`src/ucg_pkg.sv`:
```
// Shared constants for the USB PLL clock generator
package ucg_pkg;

    // Bus geometry
    localparam int AXI_ADDR_W = 16; // Byte address width
    localparam int AXI_DATA_W = 32; // Data width
    localparam int IDX_W = 12; // Register index width
    localparam int IDX_LSB = 2; // Byte address is index times four

    // Register indices, byte address is four times these
    localparam logic [11:0] IDX_OSC_CTRL = 12'h0742; // oscillator_control
    localparam logic [11:0] IDX_CLK_DIV = 12'h0744; // clock_divider_control
    localparam logic [11:0] IDX_RC_TUNE = 12'h0748; // internal_rc_tuning
    localparam logic [11:0] IDX_REFO_CTRL = 12'h074E; // reference_clock_output_control
    localparam logic [11:0] IDX_USB_CFG = 12'h0750; // prescale select and branch status

    // Reset values
    localparam logic [15:0] RST_OSC_CTRL = 16'h0000;
    localparam logic [15:0] RST_CLK_DIV = 16'h0100;
    localparam logic [15:0] RST_RC_TUNE = 16'h0000;
    localparam logic [15:0] RST_REFO_CTRL = 16'h0000;
    localparam logic [2:0] RST_PRESCALE = 3'h0;

    // Writable bit masks, the rest read as zero or status
    localparam logic [15:0] WMASK_OSC_CTRL = 16'h07CF;
    localparam logic [15:0] WMASK_CLK_DIV = 16'hFFE0;
    localparam logic [15:0] WMASK_RC_TUNE = 16'h003F;
    localparam logic [15:0] WMASK_REFO_CTRL = 16'hBF00;
    localparam logic [15:0] WMASK_USB_CFG = 16'h0007;

    // Field positions
    localparam int OSC_CUR_LSB = 12; // Current source, three bits
    localparam int OSC_NEW_LSB = 8; // Requested source, three bits
    localparam int OSC_LOCK_BIT = 5; // PLL lock, read only
    localparam int OSC_SWITCH_BIT = 0; // Switch request
    localparam int SYSTEM_CLOCK_POST_DIVIDE_SELECT_LSB = 6; // system_clock_post_divide_select
    localparam int PLLEN_BIT = 5; // PLL enable
    localparam int CFG_PRESCALE_LSB = 0; // pll_input_prescale_select
    localparam int CFG_USB_READY_BIT = 8; // USB clock running
    localparam int CFG_SYS_READY_BIT = 9; // System branch running

    // Oscillator source codes, values of our own
    localparam logic [2:0] SRC_PRIMARY = 3'h2; // Primary oscillator
    localparam logic [2:0] SRC_PRIMARY_PLL = 3'h3; // Primary oscillator with PLL

    // Clock tree figures
    localparam int SYS_CLK_MHZ = 50; // Rate of sys_clk
    localparam int CLK_PERIOD_NS = 20; // Period of sys_clk
    localparam int REF_MHZ = 4; // Prescaler output
    localparam int PLL_OUT_MHZ = 96; // Multiplier output
    localparam int USB_DIV = 2; // Fixed USB branch divider
    localparam int SYS_DIV = 3; // Fixed system branch divider
    localparam int RATE_W = 12; // Rate accumulator width

    // Reference gap that drops lock
    localparam int REF_GAP_NS = 1000;
    localparam int REF_GAP_CYC = (REF_GAP_NS / CLK_PERIOD_NS < 1) ? 1 : REF_GAP_NS / CLK_PERIOD_NS;

    // AXI responses
    localparam logic [1:0] RESP_OKAY = 2'h0;
    localparam logic [1:0] RESP_SLVERR = 2'h2;

endpackage : ucg_pkg

```
`src/ucg_branch_if.sv`:
```
// Rate command and tick of one divider branch
interface ucg_branch_if;
    logic run; // Branch allowed to tick
    logic [ucg_pkg::RATE_W-1:0] inc; // Added each cycle
    logic [ucg_pkg::RATE_W-1:0] modulus; // Wrap point
    logic tick; // One-cycle enable at branch rate

    modport ctrl (output run, output inc, output modulus, input tick);
    modport div (input run, input inc, input modulus, output tick);
endinterface : ucg_branch_if

```
`src/ucg_clock_gen.sv`:
```
// USB PLL clock generator: prescaler, PLL lock model, two branches, register slave
module ucg_clock_gen #(
    parameter int LOCK_TICKS = 64
) (
    input wire logic sys_clk,
    input wire logic rstn,
    input wire logic osc_in,
    input wire logic usb_enable,
    input wire logic [ucg_pkg::AXI_ADDR_W-1:0] s_axi_awaddr,
    input wire logic s_axi_awvalid,
    output logic s_axi_awready,
    input wire logic [ucg_pkg::AXI_DATA_W-1:0] s_axi_wdata,
    input wire logic [3:0] s_axi_wstrb,
    input wire logic s_axi_wvalid,
    output logic s_axi_wready,
    output logic [1:0] s_axi_bresp,
    output logic s_axi_bvalid,
    input wire logic s_axi_bready,
    input wire logic [ucg_pkg::AXI_ADDR_W-1:0] s_axi_araddr,
    input wire logic s_axi_arvalid,
    output logic s_axi_arready,
    output logic [ucg_pkg::AXI_DATA_W-1:0] s_axi_rdata,
    output logic [1:0] s_axi_rresp,
    output logic s_axi_rvalid,
    input wire logic s_axi_rready,
    output logic usb_clk_tick,
    output logic sys_clk_tick,
    output logic pll_locked,
    output logic usb_clk_ready
);
    import ucg_pkg::*;

    // Lock count must fit its counter and be nonzero
    if (LOCK_TICKS < 1 || LOCK_TICKS > 65535) begin : g_bad_lock
        $error("ucg_clock_gen: LOCK_TICKS out of range");
    end

    // Prescale ratio for each select value
    function automatic logic [3:0] prescale_ratio(input logic [2:0] sel);
        case (sel)
            3'h0: prescale_ratio = 4'h1;
            3'h1: prescale_ratio = 4'h2;
            3'h2: prescale_ratio = 4'h3;
            3'h3: prescale_ratio = 4'h4;
            3'h4: prescale_ratio = 4'h5;
            3'h5: prescale_ratio = 4'h6;
            3'h6: prescale_ratio = 4'h8;
            default: prescale_ratio = 4'hC;
        endcase
    endfunction : prescale_ratio

    // Byte address to register index
    function automatic logic [IDX_W-1:0] reg_index(input logic [AXI_ADDR_W-1:0] addr);
        reg_index = addr[IDX_LSB +: IDX_W];
    endfunction : reg_index

    // Index names a mapped register
    function automatic logic is_mapped(input logic [IDX_W-1:0] idx);
        is_mapped = (idx == IDX_OSC_CTRL) || (idx == IDX_CLK_DIV) || (idx == IDX_RC_TUNE)
            || (idx == IDX_REFO_CTRL) || (idx == IDX_USB_CFG);
    endfunction : is_mapped

    // Byte-lane merge limited to writable bits
    function automatic logic [15:0] merge(input logic [15:0] old, input logic [31:0] wdata,
                                         input logic [3:0] strb, input logic [15:0] mask);
        logic [15:0] lanes;
        lanes = {{8{strb[1]}}, {8{strb[0]}}} & mask;
        merge = (old & ~lanes) | (wdata[15:0] & lanes);
    endfunction : merge

    // Register storage
    logic [15:0] osc_ctrl; // Writable oscillator control bits
    logic [2:0] cur_src; // Current oscillator source
    logic [15:0] clk_div; // Clock divider control
    logic [15:0] rc_tune; // RC tuning, stored only
    logic [15:0] refo_ctrl; // Reference output control, stored only
    logic [2:0] prescale_sel; // pll_input_prescale_select

    // Oscillator pin synchroniser and edge
    logic osc_meta; // First stage, read only by osc_sync
    logic osc_sync; // Second stage
    logic osc_prev; // Delayed for edge detect
    logic osc_rise; // Rising edge of the oscillator

    // Prescaler and PLL model
    logic [3:0] pre_cnt; // Oscillator edges in this reference period
    logic ref_tick; // 4 MHz reference event
    logic [15:0] lock_cnt; // Reference ticks since enable
    logic [7:0] gap_cnt; // Cycles since last reference tick
    logic pll_en; // Multiplier enabled
    logic locked; // Multiplier lock
    logic primary_mode; // Primary source selected
    logic usb_allowed; // USB branch may run

    // Bus handshake state
    logic wr_go; // Write taken this cycle
    logic rd_go; // Read taken this cycle

    ucg_branch_if usb_br ();
    ucg_branch_if sys_br ();

    // Two flops before anything looks at the pin
    always_ff @(posedge sys_clk or negedge rstn) begin
        if (!rstn) begin
            osc_meta <= 1'b0;
            osc_sync <= 1'b0;
            osc_prev <= 1'b0;
        end else begin
            osc_meta <= osc_in;
            osc_sync <= osc_meta;
            osc_prev <= osc_sync;
        end
    end

    assign osc_rise = osc_sync & ~osc_prev;

    // Prescaler: no rate sensing, software picks the ratio
    // Limitation: the pin is sampled, so inputs above half of sys_clk alias
    always_ff @(posedge sys_clk or negedge rstn) begin
        if (!rstn) begin
            pre_cnt <= '0;
            ref_tick <= 1'b0;
        end else if (!pll_en) begin
            pre_cnt <= '0;
            ref_tick <= 1'b0;
        end else if (osc_rise) begin
            if (pre_cnt >= prescale_ratio(prescale_sel) - 4'h1) begin
                pre_cnt <= '0;
                ref_tick <= 1'b1;
            end else begin
                pre_cnt <= pre_cnt + 4'h1;
                ref_tick <= 1'b0;
            end
        end else begin
            ref_tick <= 1'b0;
        end
    end

    // Multiplier runs for USB, for the PLL enable bit, or in PLL mode
    assign primary_mode = (cur_src == SRC_PRIMARY) || (cur_src == SRC_PRIMARY_PLL);
    assign pll_en = usb_enable | clk_div[PLLEN_BIT] | (cur_src == SRC_PRIMARY_PLL);

    // Lock after enough reference ticks; a missing reference drops lock
    always_ff @(posedge sys_clk or negedge rstn) begin
        if (!rstn) begin
            lock_cnt <= '0;
            gap_cnt <= '0;
            locked <= 1'b0;
        end else if (!pll_en || gap_cnt >= 8'(REF_GAP_CYC)) begin
            lock_cnt <= '0;
            gap_cnt <= '0;
            locked <= 1'b0;
        end else if (ref_tick) begin
            gap_cnt <= '0;
            if (lock_cnt >= 16'(LOCK_TICKS - 1)) begin
                locked <= 1'b1;
            end else begin
                lock_cnt <= lock_cnt + 16'h0001;
            end
        end else begin
            gap_cnt <= gap_cnt + 8'h01;
        end
    end

    // USB needs a primary source and a locked multiplier
    assign usb_allowed = usb_enable & primary_mode & locked;

    // Both branches share the one 96 MHz source
    assign usb_br.run = usb_allowed;
    assign usb_br.inc = RATE_W'(PLL_OUT_MHZ);
    assign usb_br.modulus = RATE_W'(SYS_CLK_MHZ * USB_DIV);
    assign sys_br.run = locked;
    assign sys_br.inc = RATE_W'(PLL_OUT_MHZ);
    // Fixed three, then post-divide of one, two, four or eight
    assign sys_br.modulus = RATE_W'(SYS_CLK_MHZ * SYS_DIV) << clk_div[SYSTEM_CLOCK_POST_DIVIDE_SELECT_LSB +: 2];

    ucg_rate_divider #(
        .ACC_W(RATE_W)
    ) u_usb_div (
        .sys_clk(sys_clk),
        .rstn(rstn),
        .br(usb_br.div)
    );

    ucg_rate_divider #(
        .ACC_W(RATE_W)
    ) u_sys_div (
        .sys_clk(sys_clk),
        .rstn(rstn),
        .br(sys_br.div)
    );

    // Outputs from flops
    always_ff @(posedge sys_clk or negedge rstn) begin
        if (!rstn) begin
            usb_clk_tick <= 1'b0;
            sys_clk_tick <= 1'b0;
            pll_locked <= 1'b0;
            usb_clk_ready <= 1'b0;
        end else begin
            usb_clk_tick <= usb_br.tick & usb_allowed;
            sys_clk_tick <= sys_br.tick & locked;
            pll_locked <= locked;
            usb_clk_ready <= usb_allowed;
        end
    end

    // Write channel: address and data taken together, one at a time
    assign wr_go = s_axi_awvalid & s_axi_wvalid & ~s_axi_awready & ~s_axi_bvalid;

    always_ff @(posedge sys_clk or negedge rstn) begin
        if (!rstn) begin
            s_axi_awready <= 1'b0;
            s_axi_wready <= 1'b0;
            s_axi_bvalid <= 1'b0;
            s_axi_bresp <= RESP_OKAY;
        end else begin
            s_axi_awready <= wr_go;
            s_axi_wready <= wr_go;
            if (wr_go) begin
                s_axi_bvalid <= 1'b1;
                s_axi_bresp <= is_mapped(reg_index(s_axi_awaddr)) ? RESP_OKAY : RESP_SLVERR;
            end else if (s_axi_bready) begin
                s_axi_bvalid <= 1'b0;
            end
        end
    end

    // Control register writes
    always_ff @(posedge sys_clk or negedge rstn) begin
        if (!rstn) begin
            osc_ctrl <= RST_OSC_CTRL;
            clk_div <= RST_CLK_DIV;
            rc_tune <= RST_RC_TUNE;
            refo_ctrl <= RST_REFO_CTRL;
            prescale_sel <= RST_PRESCALE;
        end else begin
            // Switch request completes in one cycle; a new write wins
            if (osc_ctrl[OSC_SWITCH_BIT]) begin
                osc_ctrl[OSC_SWITCH_BIT] <= 1'b0;
            end
            if (wr_go) begin
                case (reg_index(s_axi_awaddr))
                    IDX_OSC_CTRL: osc_ctrl <= merge(osc_ctrl, s_axi_wdata, s_axi_wstrb, WMASK_OSC_CTRL);
                    IDX_CLK_DIV: clk_div <= merge(clk_div, s_axi_wdata, s_axi_wstrb, WMASK_CLK_DIV);
                    IDX_RC_TUNE: rc_tune <= merge(rc_tune, s_axi_wdata, s_axi_wstrb, WMASK_RC_TUNE);
                    IDX_REFO_CTRL: refo_ctrl <= merge(refo_ctrl, s_axi_wdata, s_axi_wstrb, WMASK_REFO_CTRL);
                    IDX_USB_CFG: begin
                        if (s_axi_wstrb[0]) begin
                            prescale_sel <= s_axi_wdata[CFG_PRESCALE_LSB +: 3];
                        end
                    end
                    default: begin
                        // Unmapped, answered with an error only
                    end
                endcase
            end
        end
    end

    // Current source follows the requested one on a switch request
    always_ff @(posedge sys_clk or negedge rstn) begin
        if (!rstn) begin
            cur_src <= RST_OSC_CTRL[OSC_CUR_LSB +: 3];
        end else if (osc_ctrl[OSC_SWITCH_BIT]) begin
            cur_src <= osc_ctrl[OSC_NEW_LSB +: 3];
        end
    end

    // Read channel: one read at a time, data registered
    assign rd_go = s_axi_arvalid & ~s_axi_arready & ~s_axi_rvalid;

    always_ff @(posedge sys_clk or negedge rstn) begin
        if (!rstn) begin
            s_axi_arready <= 1'b0;
            s_axi_rvalid <= 1'b0;
            s_axi_rdata <= '0;
            s_axi_rresp <= RESP_OKAY;
        end else begin
            s_axi_arready <= rd_go;
            if (rd_go) begin
                s_axi_rvalid <= 1'b1;
                s_axi_rresp <= RESP_OKAY;
                s_axi_rdata <= '0;
                case (reg_index(s_axi_araddr))
                    IDX_OSC_CTRL: begin
                        // Lock bit shows the live multiplier state
                        s_axi_rdata[15:0] <= (osc_ctrl & WMASK_OSC_CTRL)
                            | (16'(cur_src) << OSC_CUR_LSB) | (16'(locked) << OSC_LOCK_BIT);
                    end
                    IDX_CLK_DIV: s_axi_rdata[15:0] <= clk_div;
                    IDX_RC_TUNE: s_axi_rdata[15:0] <= rc_tune;
                    IDX_REFO_CTRL: s_axi_rdata[15:0] <= refo_ctrl;
                    IDX_USB_CFG: begin
                        s_axi_rdata[15:0] <= (16'(prescale_sel) << CFG_PRESCALE_LSB)
                            | (16'(usb_allowed) << CFG_USB_READY_BIT) | (16'(locked) << CFG_SYS_READY_BIT);
                    end
                    default: s_axi_rresp <= RESP_SLVERR;
                endcase
            end else if (s_axi_rready) begin
                s_axi_rvalid <= 1'b0;
            end
        end
    end

endmodule : ucg_clock_gen

```
`src/ucg_rate_divider.sv`:
```
// Fractional divider that turns a rate ratio into enable pulses
module ucg_rate_divider #(
    parameter int ACC_W = ucg_pkg::RATE_W
) (
    input wire logic sys_clk,
    input wire logic rstn,
    ucg_branch_if.div br
);
    import ucg_pkg::*;

    // Accumulator must hold the largest modulus
    if (ACC_W < RATE_W) begin : g_bad_width
        $error("ucg_rate_divider: ACC_W too small");
    end

    logic [ACC_W-1:0] acc; // Phase of the branch
    logic [ACC_W:0] sum; // Phase after this cycle

    // Next phase, one bit wider so the wrap is seen
    assign sum = {1'b0, acc} + {1'b0, br.inc};

    // Phase and tick; a stopped branch restarts from zero phase
    always_ff @(posedge sys_clk or negedge rstn) begin
        if (!rstn) begin
            acc <= '0;
            br.tick <= 1'b0;
        end else if (!br.run) begin
            acc <= '0;
            br.tick <= 1'b0;
        end else if (sum >= {1'b0, br.modulus}) begin
            acc <= ACC_W'(sum - {1'b0, br.modulus});
            br.tick <= 1'b1;
        end else begin
            acc <= sum[ACC_W-1:0];
            br.tick <= 1'b0;
        end
    end

endmodule : ucg_rate_divider

```
`config.mk`:
```
export PLATFORM = sky130hd
export DESIGN_NAME = ucg_clock_gen
export DESIGN_NICKNAME = d
export VERILOG_FILES = /design/src/ucg_pkg.sv /design/src/ucg_branch_if.sv /design/src/ucg_clock_gen.sv /design/src/ucg_rate_divider.sv
export SDC_FILE = /design/constraint.sdc
export NUM_CORES = 1
export LEC_CHECK = 0
export BUFFER_PORTS_ARGS = -buffer_cell sky130_fd_sc_hd__buf_2
export CAP_MARGIN = 20
export CORE_ASPECT_RATIO = 1.5
export CORE_UTILIZATION = 30
export CTS_BUF_LIST = sky130_fd_sc_hd__clkbuf_4 sky130_fd_sc_hd__clkbuf_8 sky130_fd_sc_hd__clkbuf_16
export CTS_CLUSTER_SIZE = 8
export DETAILED_ROUTE_END_ITERATION = 10
export PLACE_DENSITY = 0.49
export SKIP_CTS_REPAIR_TIMING = 1
export SYNTH_ARGS = -nofsm -noshare
export SYNTH_HDL_FRONTEND = slang
export SYNTH_SLANG_ARGS = --single-unit
```
`constraint.sdc`:
```
create_clock -name sys_clk -period 2.8 [get_ports sys_clk]
set_input_delay 0.42 -clock sys_clk [delete_from_list [all_inputs] [get_ports sys_clk]]
set_output_delay 0.42 -clock sys_clk [all_outputs]
set_load 0.02 [all_outputs]
```
==> reports/qor.csv <==
stage,metric,value,unit
run_status,status,finished with violations,
run_status,violations,hold timing,
setup_path,critical_path_class,reg -> reg,
setup_path,start_kind,flip-flop,
cts,cts.sinks,121,
floorplanning,io_pins,122,
drt,wl_met3,651,µm
yosys,ys_ff_latch,121,
drt,top_layer,met4,
cts,cts_tree,done,
place,dp_cells,971,
power,leakagePower,3.75,nW
global_routing,grt_pass1_wl,27200,µm
drt,route.met2.wl,8470,µm
yosys,synthCells,617,
setup_path,worstSetupEndpointType,flip-flop,
drt,wl_met1,6800,µm
final_layout,finalCoreUtilization,37.6,%
global_routing,antenna_found_initial,0,
yosys,ys.flop_type,dfrtp_1,
setup_path,ff2ff_setup_slack,150,ps
cts,clk_latency,430,ps
yosys,yosys_warnings,0,
floorplanning,coreArea,0.0211,mm²
floorplanning,fp-row-count,65,
floorplanning,fp.dieW,122,µm
floorplanning,die_y,182,µm
final_layout,antenna_cells,0,
sta,whs,-16.5,ps
final_layout,final_area,0.00791,mm²
global_routing,grt_usage,16.0,%
floorplanning,start_util,30.6,%
final_layout,fin_cells,1005,
floorplanning,dieArea,0.0221,mm²
drt,drt-total-wl,16200,µm
cts,htreeDepth,4,
sta,worst_pin_slew,804,ps
cts,cts_buffer_depth,2,
run,drv_cap,0,
drt,ant_nets,0,
setup_path,required,3140,ps
drt,remaining_drc_errors,0,
sta,post-route-period-util,94.7,%
sta,max_freq,377,MHz
drt,dr.pass1.iters,5,
drt,wl_per_cell,16.2,µm
power,totalPowerFinal,4.43,mW
drt,vias,5084,
hold_path,hold_class,in -> async,
power,powerDensity,560,mW/mm²
final_layout,drive_gt1_share,26.3,%
yosys,synthArstFlopShare,100,%
global_routing,gr-total-overflow,0,
yosys,seq_area_frac_synth,47.0,%
drt,via_per_inst,5.06,
cts,cts.reportedPaths.clkPinSlew,60,ps
yosys,synth_area_per_cell,10.5,µm²
sta,setup_tns,0,ps
place,place_area,0.00722,mm²
final_layout,layout.cells.most_common,dfrtp_1,
place,dp_hpwl,12300,µm
yosys,yosysUniqueCellTypes,78,
cts,cts_buffers,17,
sta,slew-limit-headroom,46.0,%
place,finalWeightedCongestion,0.836,
global_routing,grt_max_degree,47,
final_layout,nets,829,
yosys,synth_edf_count,0,
place,portBuffers,77,
setup_path,worstPathArrival,2990,ps
power,irDropWorstVdd,278,µV
setup_path,cp_max_fo,4,
drt,drt_iter0_drc,198,
cts,cts-root-buf,clkbuf_16,
sta,finalSetupViolCount,0,
sta,rsz0062_at_grt,false,
sta,skew,8.66,ps
global_routing,grt_pass1_vias,5410,
yosys,synthesis.area,0.00645,mm²
sta,hold_violations,31,
sta,maxSlewViolCount,0,
final_layout,final_cell_mix,"120 x dfrtp_1, 76 x buf_2, 42 x nand2_1",
final_layout,area_growth,22.6,%
sta,min_period,2650,ps
## state kept, by name, indices dropped and copies added, names as in the netlist, 3 cells and up
| name | count |
|---|---|
| clk_div | 11 |
| u_sys_div.acc | 11 |
| cur_src | 3 |
| rc_tune | 6 |
| prescale_sel | 3 |
| gap_cnt | 8 |
| refo_ctrl | 7 |
| osc_ctrl | 9 |
| s_axi_rdata | 16 |
| u_usb_div.acc | 10 |
| pre_cnt | 4 |
| lock_cnt | 16 |
## metrics by stage
step	setup slack (ps)	hold WS [ps]
floorplan	236	124
global placement	142	335
detailed placement	67.9	345
CTS	35.5	-8.78
global route	23.6	5.89
finish	149	-16.5
## worst max-delay path, cell delays in order (launching register included)
cell and delay [ps]:
dfrtp_1 390, inv_2 80, ha_1 170, and3b_2 250, xor2_2 160, ha_1 300
o211ai_1 140, a31oi_1 270, a211oi_2 80, buf_4 170, buf_4 140, a211o_1 280
a21oi_1 140
## layout make-up
| cell class | instances | area, µm² |
|---|---|---|
| fill | 2113 | 13200 |
| multi-input combinational | 450 | 3180 |
| sequential | 121 | 3030 |
| timing repair buffer | 103 | 596 |
| clock buffer | 20 | 467 |
| tap | 268 | 335 |
| clock inverter | 12 | 188 |
| inverter | 31 | 116 |
## Yosys cell counts, types with 4 or more instances
| cell | count | share of area [%] |
|---|---|---|
| nor3_1 | 11 | 0.85 |
| and3_1 | 7 | 0.68 |
| or3_1 | 6 | 0.58 |
| and2_1 | 15 | 1.5 |
| ha_1 | 28 | 5.4 |
| nor2b_1 | 5 | 0.48 |
| a22oi_1 | 6 | 0.70 |
| nand2b_1 | 12 | 1.2 |
| inv_1 | 31 | 1.8 |
| a211oi_1 | 7 | 0.81 |
| a221oi_1 | 4 | 0.54 |
| xor2_1 | 12 | 1.6 |
| o21ai_1 | 17 | 1.3 |
| a21o_1 | 5 | 0.58 |
| nor4_1 | 4 | 0.39 |
| dfrtp_1 | 120 | 47 |
| mux2_2 | 37 | 6.5 |
| a222oi_1 | 6 | 0.93 |
| buf_4 | 19 | 2.2 |
| or4_1 | 8 | 0.93 |
| o21ai_0 | 17 | 1.3 |
| a21oi_1 | 18 | 1.4 |
| nand3_1 | 26 | 2.0 |
| nor2_1 | 36 | 2.1 |
| clkbuf_1 | 13 | 0.76 |
| xnor2_1 | 14 | 1.9 |
| nand2_1 | 43 | 2.5 |
| nand4_1 | 12 | 1.2 |
| o211ai_1 | 5 | 0.58 |
## cells by family (layout without fill, tap and decap cells)
| group | Yosys count | after routing | share of synthesized area, % |
|---|---|---|---|
| other | 1 | 20 | 0.0581 |
| AO/OA/AOI/OAI | 121 | 121 | 13.1 |
| buffers and inverters | 65 | 166 | 5.12 |
| AND/OR/NAND/NOR | 213 | 213 | 18.4 |
| multiplexers | 41 | 41 | 7.10 |
| flip-flops | 121 | 121 | 47.0 |
| XOR/XNOR | 27 | 27 | 3.78 |
| adder cells (fa/ha/maj) | 28 | 28 | 5.43 |
## final timing paths
check                      cells past startpoint              from          endpoint
max                                           12  u_sys_div.acc[5]  u_sys_div.acc[4]
min in group sys_clk                           1            osc_in          osc_meta
max in group asynchronous                      2              rstn  u_usb_div.acc[8]
max reg2reg                                   12  u_sys_div.acc[5]  u_sys_div.acc[4]
min reg2reg                                    0          osc_meta          osc_sync
min                                            1              rstn      s_axi_bvalid
## power breakdown
part / total, mW / leakage (nW) / switching, mW / internal, mW
sequential: 1.78 / 1.65 / 0.0124 / 1.77
combinational: 0.243 / 1.78 / 0.168 / 0.0750
clock: 2.41 / 0.313 / 0.835 / 1.57
## layer usage
metal  vias up  GRT usage [%]
li1       2423              -
met1      2515           18.3
met2       124           28.0
met3        22           3.86
met4         0           6.37
met5         -              0
Note: power is estimated with default switching activity, not from simulation.
